<file path="src/hw/gpio_pkg.sv">
// constants for the camera general-purpose input/output block
package gpio_pkg;
    localparam int STEP_NS = 480;
    localparam int CLK_PERIOD_NS = 100;
    // ~480 ns step rounded down to whole cycles, at least one
    localparam int STEP_CYCLES = (STEP_NS / CLK_PERIOD_NS) < 1 ? 1 : (STEP_NS / CLK_PERIOD_NS);
    localparam int WINDOW_W = 16;
    localparam logic [15:0] WINDOW_RESET = 16'h0000;
    localparam logic [15:0] WINDOW_MAX = 16'hffff;
    localparam int SEL_W = 4;
    localparam logic [3:0] ROUTE_INPUT_LINE = 4'h2;
    localparam logic [3:0] SOURCE_ROUTED_QUEUE = 4'h5;
    localparam logic [3:0] DELIVERY_NETWORK_EVENT = 4'h3;
endpackage

</file>
<file path="src/hw/camera_general_purpose_io.sv">
// general-purpose output drive, input status, debounce and change events
// How it works
// - alarm output line follows output level setting: high supply, low ground.
// - input level status reads true when input line is at supply level.
// - with events configured, each input state change that passes the filter emits one event pulse.
// - event route selector must equal 2 to route the input line.
// - event source selector must equal 5 to pick routed interrupt queue.
// - event delivery selector must equal 3 for network protocol events.
// - filter window holds input changes for window times 400 ns steps (~480 ns rounded down to whole cycles).
// - window resets to zero; zero passes transitions unfiltered.
// - window accepts any value up to 65535, about 26 ms.
`timescale 1ns/1ps
module camera_general_purpose_io
    import gpio_pkg::*;
#(
    parameter int STEP = gpio_pkg::STEP_CYCLES
) (
    // clock and reset
    input wire logic core_clk,
    input wire logic resetn,
    // pins
    input wire logic general_input_line,
    output logic alarm_output_line,
    // settings
    input wire logic output_level_setting,
    input wire logic [gpio_pkg::WINDOW_W-1:0] input_filter_window,
    input wire logic [gpio_pkg::SEL_W-1:0] event_route_selector,
    input wire logic [gpio_pkg::SEL_W-1:0] event_source_selector,
    input wire logic [gpio_pkg::SEL_W-1:0] event_delivery_selector,
    // status and events
    output logic input_level_status,
    output logic input_event
);
    import gpio_pkg::*;

    if (STEP < 1 || STEP > 255) begin : g_step_check
        $error("STEP must be 1..255");
    end

    logic sync_a;
    logic sync_b;
    logic filtered;
    logic [7:0] step_cnt;
    logic [WINDOW_W-1:0] hold_cnt;
    // the window value is held in a register so its reset value is defined
    logic [WINDOW_W-1:0] window;

    wire step_tick = (step_cnt == 8'(STEP - 1));
    wire differs = (sync_b != filtered);
    wire bypass = (window == WINDOW_RESET);
    wire window_done = step_tick && (hold_cnt >= window - 16'h0001);
    wire accept = differs && (bypass || window_done);
    wire events_on = (event_route_selector == ROUTE_INPUT_LINE)
        && (event_source_selector == SOURCE_ROUTED_QUEUE)
        && (event_delivery_selector == DELIVERY_NETWORK_EVENT);

    // two stages before any use; first stage read by the second only
    always_ff @(posedge core_clk or negedge resetn) begin
        if (!resetn) begin
            sync_a <= 1'b0;
            sync_b <= 1'b0;
        end else begin
            sync_a <= general_input_line;
            sync_b <= sync_a;
        end
    end

    always_ff @(posedge core_clk or negedge resetn) begin
        if (!resetn) begin
            window <= WINDOW_RESET;
        end else begin
            window <= input_filter_window;
        end
    end

    // a new level must stay stable for the whole window; any bounce restarts it
    always_ff @(posedge core_clk or negedge resetn) begin
        if (!resetn) begin
            step_cnt <= 8'h00;
            hold_cnt <= 16'h0000;
        end else if (!differs || accept) begin
            step_cnt <= 8'h00;
            hold_cnt <= 16'h0000;
        end else if (step_tick) begin
            step_cnt <= 8'h00;
            hold_cnt <= hold_cnt + 16'h0001;
        end else begin
            step_cnt <= step_cnt + 8'h01;
        end
    end

    always_ff @(posedge core_clk or negedge resetn) begin
        if (!resetn) begin
            filtered <= 1'b0;
            input_level_status <= 1'b0;
            input_event <= 1'b0;
            alarm_output_line <= 1'b0;
        end else begin
            if (accept) begin
                filtered <= sync_b;
            end
            input_level_status <= accept ? sync_b : filtered;
            input_event <= accept && events_on;
            alarm_output_line <= output_level_setting;
        end
    end

    // independent count of cycles the synchronised level has differed;
    // the window checks assume the window is not moved during a wait
    localparam int RUN_W = WINDOW_W + 8;
    logic [RUN_W-1:0] diff_run;

    always_ff @(posedge core_clk or negedge resetn) begin
        if (!resetn) begin
            diff_run <= '0;
        end else if (!differs || accept) begin
            diff_run <= '0;
        end else begin
            diff_run <= diff_run + RUN_W'(1);
        end
    end
endmodule

</file>
<file path="config.mk">
export PLATFORM = sky130hd
export DESIGN_NAME = camera_general_purpose_io
export DESIGN_NICKNAME = d
export VERILOG_FILES = /design/src/hw/gpio_pkg.sv /design/src/hw/camera_general_purpose_io.sv
export SDC_FILE = /design/constraint.sdc
export NUM_CORES = 1
export LEC_CHECK = 0
export BUFFER_PORTS_ARGS = -buffer_cell sky130_fd_sc_hd__clkbuf_2
export CORE_ASPECT_RATIO = 1.25
export CORE_MARGIN = 5
export CORE_UTILIZATION = 60
export DETAILED_ROUTE_END_ITERATION = 8
export PLACE_DENSITY = 0.9
export SYNTH_ARGS = -nofsm -noshare
export SYNTH_HDL_FRONTEND = slang
export SYNTH_SLANG_ARGS = --single-unit
</file>
<file path="constraint.sdc">
create_clock -name core_clk -period 6.7 [get_ports core_clk]
set_input_delay 0.67 -clock core_clk [delete_from_list [all_inputs] [get_ports core_clk]]
set_output_delay 0.67 -clock core_clk [all_outputs]
set_load 0.005 [all_outputs]
</file>
==> impl_summary.md <==
Floorplanning
The boundary pin count is 35. The die height is around 81 µm. The count of standard-cell rows is 25.

The core region area is 3820 µm². The initial core utilization is a little over three fifths. The die covers between 5000 and 6000 µm². In this run the horizontal extent of the chip is 66.5 µm.

Worst setup path
The data required time at the worst endpoint is 6.86 ns. The worst setup path is launched from a flip-flop. The top fanout value on the critical path is 16. The critical path class is flip-flop to flip-flop. The maximum cell stage delay along the critical path is between 0.4 and 0.5 ns. STA classifies the critical path endpoint as a flip-flop. Setup slack on the worst reg-to-reg path comes out at slightly above 3 ns. Among cell families on the critical path, the largest total delay comes from simple AND/OR/NAND/NOR gates. At the worst endpoint, the arrival time is approximately 3.8 ns. Together, buffers and inverters on the worst path number 0. The slowest stage of the critical path is the sky130_fd_sc_hd__nor4_1 cell. Traced cell by cell, the critical path runs through nor4_1, nand2b_1, nor2_1, nand2_1, nor4_1, xnor2_1, ha_1, and4_1, nand3_1, a221o_1, a31oi_1, or2_1, nor2_1.

The number of cells on the worst reg-to-reg path is 13. The launching point of the worst reg2reg path is window[3]. The end of the worst register-to-register path is hold_cnt[8].

CTS
Post-CTS timing repair inserted 0 buffers for setup. The depth of the CTS H-tree is 2. After clock tree synthesis, the clock-pin slew on the worst setup and hold paths is roughly 0.08 ns. Once the clock tree was built, the resizer swapped 0 gates to a different size.

The clock passes through at most 2 buffers. The later pin in the worst-skew pair is clocked with a latency of 0.30 ns. The clock drives between 40 and 50 sinks. The root buffer cell chosen for the clock tree is sky130_fd_sc_hd__clkbuf_8. After clock tree synthesis, the flow added hold-fix buffers numbering 0. The TritonCTS clock tree is built. Counting the buffers created by CTS gives 5.

Logic synthesis
Yosys mapped a number of flops with a built-in enable equal to 0. Summed over all instances, the cell type with the most area after synthesis is sky130_fd_sc_hd__dfrtp_1. The proportion of synthesized chip area in sequential cells is 47.0%.

The count of distinct cell types in the synthesized netlist is 30. The synthesized flop and latch total is 45. The synthesized design devotes to its leading area cell type a little under half of total area. The most instantiated flip-flop cell in the synthesis netlist is sky130_fd_sc_hd__dfrtp_1. sky130_fd_sc_hd__dfrtp_1 is the most common cell in the netlist.

The number of synthesis warnings is 0. The post-synthesis cell area is 2400 µm². By count the netlist is led by sky130_fd_sc_hd__dfrtp_1, sky130_fd_sc_hd__nor2_1, sky130_fd_sc_hd__xnor2_1, sky130_fd_sc_hd__ha_1, sky130_fd_sc_hd__xor2_1. By area the synthesized netlist is led by sky130_fd_sc_hd__dfrtp_1, sky130_fd_sc_hd__ha_1, sky130_fd_sc_hd__xnor2_1.

The post-synthesis instance total is between 200 and 250. The average cell area after synthesis is just over 10 µm². For this run, asynchronously set or reset flops after synthesis account for 100%. The synthesized net count is 282.

Timing
The timing-limited maximum frequency is between 200 and 300 MHz. The setup TNS after final layout is 0 ns. Setup repair after global routing left no endpoint under its margin. The hold violation total from the final report was 0.

The post-route clock period utilization is 54.9%. For the finished layout, the period the worst path requires is about 3.7 ns. The final number of max-transition violations was 0. Hold timing on the final database bottoms out at a slack of around 0.36 ns. Setup violations remaining at the end of the flow were counted as 0.

In this run the tightest slew margin relative to its limit is slightly below 30%. Across the routed clock network, the largest skew measured is a little under 0.006 ns. For the pin with the worst max-slew slack, the measured transition is about 1.1 ns.

Power and ir drop
The leakage power summed over all cells is between 1 and 1.5 nW. Power spread over the standard cell area amounts to around 200 nW/µm². Across the VDD grid, the largest voltage drop is approximately 0.16 mV.

Global routing
The number of global-route vias before repair is 1972. Summed over all layers, the global routing overflow is 0. The wire length of the first global-routing pass is just under 9 mm. The pin count of the biggest net entering global routing is between 40 and 50. Global routing consumed, over all layers together, between 20% and 30% of the routing resources.

The number of antenna violations at the first check in global routing is 0.

Final layout
At the end of the flow, the number of nets in the layout was ~320. 0 antenna diodes ended up in the layout. Of the cells placed in the final design, the portion with a size suffix greater than 1 is between 15 and 20%. Compared with the post-synthesis result, the final layout area differs by 13.5%.

Placement
The total half-perimeter wirelength after legalization and detailed placement is roughly 3.6 mm. The number of port buffers is 34. The congestion estimate from routability-driven global placement came to around 0.90.

Drt
The post-detailed-route wirelength per cell is 15.0 µm. The first-pass iteration count of the detailed router is 4. For this block, the via count after detailed routing is between 1500 and 2000. The post-route DRC violation count is 0.

The count of nets left with antenna violations once routing finished came out at 0. The routed wire length is a little under 5 mm. The detailed router finished its first iteration with between 50 and 60 violations.

In the routed layout, each cell is associated on average with a via count of approximately 5.7.

Hold path
The worst hold path stage count is 0. The origin of the worst min-delay path is sync_a. The classification of the worst-slack hold path is flip-flop to flip-flop. The path with the worst hold slack has its endpoint at sync_b.

Run status
The run finished with clean final reports.

Run
Across the run, the number of max-cap violations was 0.
## power by group
part	leakage [nW]	switching, mW	internal [mW]
Combinational	0.629	0.0233	0.0182
Sequential	0.582	0.00943	0.280
Clock	0.0574	0.0898	0.121
## layout make-up
type	instances	area, µm²
clock buffers	6	82.6
clock inverters	2	37.5
fillers	284	1100
inverters	9	33.8
multi-input cells	173	1200
flip-flops and latches	45	1130
well taps	54	67.6
repair buffers	34	170
## worst register-to-register path: stages, from the launching register on
cell and delay [ns]:
sky130_fd_sc_hd__dfrtp_1 0.43, sky130_fd_sc_hd__nor4_1 0.49, sky130_fd_sc_hd__nand2b_1 0.17, sky130_fd_sc_hd__nor2_1 0.12, sky130_fd_sc_hd__nand2_1 0.12, sky130_fd_sc_hd__nor4_1 0.34, sky130_fd_sc_hd__xnor2_1 0.11, sky130_fd_sc_hd__ha_1 0.31
sky130_fd_sc_hd__and4_1 0.24, sky130_fd_sc_hd__nand3_1 0.07, sky130_fd_sc_hd__a221o_1 0.27, sky130_fd_sc_hd__a31oi_1 0.27, sky130_fd_sc_hd__or2_1 0.49, sky130_fd_sc_hd__nor2_1 0.11
## sequential cells by signal, summed over array words and instances, names as in the netlist
name / flops
hold_cnt: 16
window: 16
step_cnt: 8
alarm_output_line: 1
filtered: 1
input_event: 1
sync_a: 1
sync_b: 1
## placed cells by master (no fill, tap or decap), drive strengths merged
cell	Yosys	layout
and4	4	4
or4	1	1
inv	9	9
a31oi	1	1
or2	1	1
nand3	13	13
nor2	36	36
bufinv	0	1
a21oi	9	9
nand2b	3	3
and3	6	6
nand2	14	14
clkinvlp	0	1
mux2	1	1
dfrtp	45	45
a221o	1	1
xnor2	20	20
nor2b	1	1
nor3	8	8
clkbuf	0	40
nand4	5	5
nor4	7	7
nor4b	1	1
o21ai	6	6
xor2	16	16
ha	19	19
## per-stage QoR
stage	utilization (%)	cell area, µm²	power, mW	std cells	setup WS, ns
4_1_cts	71.3	2720	0.548	323	3.04
5_1_grt	71.3	2720	0.568	323	2.71
3_5_place_dp	68.1	2600	0.335	315	3.10
6_report	71.3	2720	0.542	323	3.02
2_1_floorplan	-	2400	0.316	231	3.64
3_3_place_gp	68.1	2600	0.333	315	3.28
## cells by family (layout without fill, tap and decap cells)
kind of cell,after synthesis,in the layout,synth area share (%)
AOI/OAI and AO/OA,17,17,3.97
xor gates and xnor gates,36,36,13.2
adders and majority gates,19,19,9.92
buffers and inverters,13,51,2.87
DFF,45,45,47.0
muxes,1,1,0.470
and+or+nand+nor,100,100,22.7
## worst max-delay path by stage
stage | from | end | slack, ns | cells past startpoint
6_report | window[3] | hold_cnt[8] | 3.02 | 13
5_1_grt | window[3] | hold_cnt[10] | 2.71 | 13
4_1_cts | window[3] | hold_cnt[7] | 3.04 | 13
3_5_place_dp | window[3] | hold_cnt[2] | 3.10 | 13
3_3_place_gp | window[3] | hold_cnt[15] | 3.28 | 13
2_1_floorplan | window[3] | hold_cnt[0] | 3.64 | 15
## routing by layer
metal / part of all wire, % / track usage [%] / up-vias
met1: 37 / 22.8 / 896
met5: 0 / 0 / -
met2: 54 / 38.5 / 69
li1: - / - / 866
met4: 3.8 / 11.8 / 0
met3: 5.3 / 5.03 / 19
No activity file was read; power rests on OpenSTA's default activity.
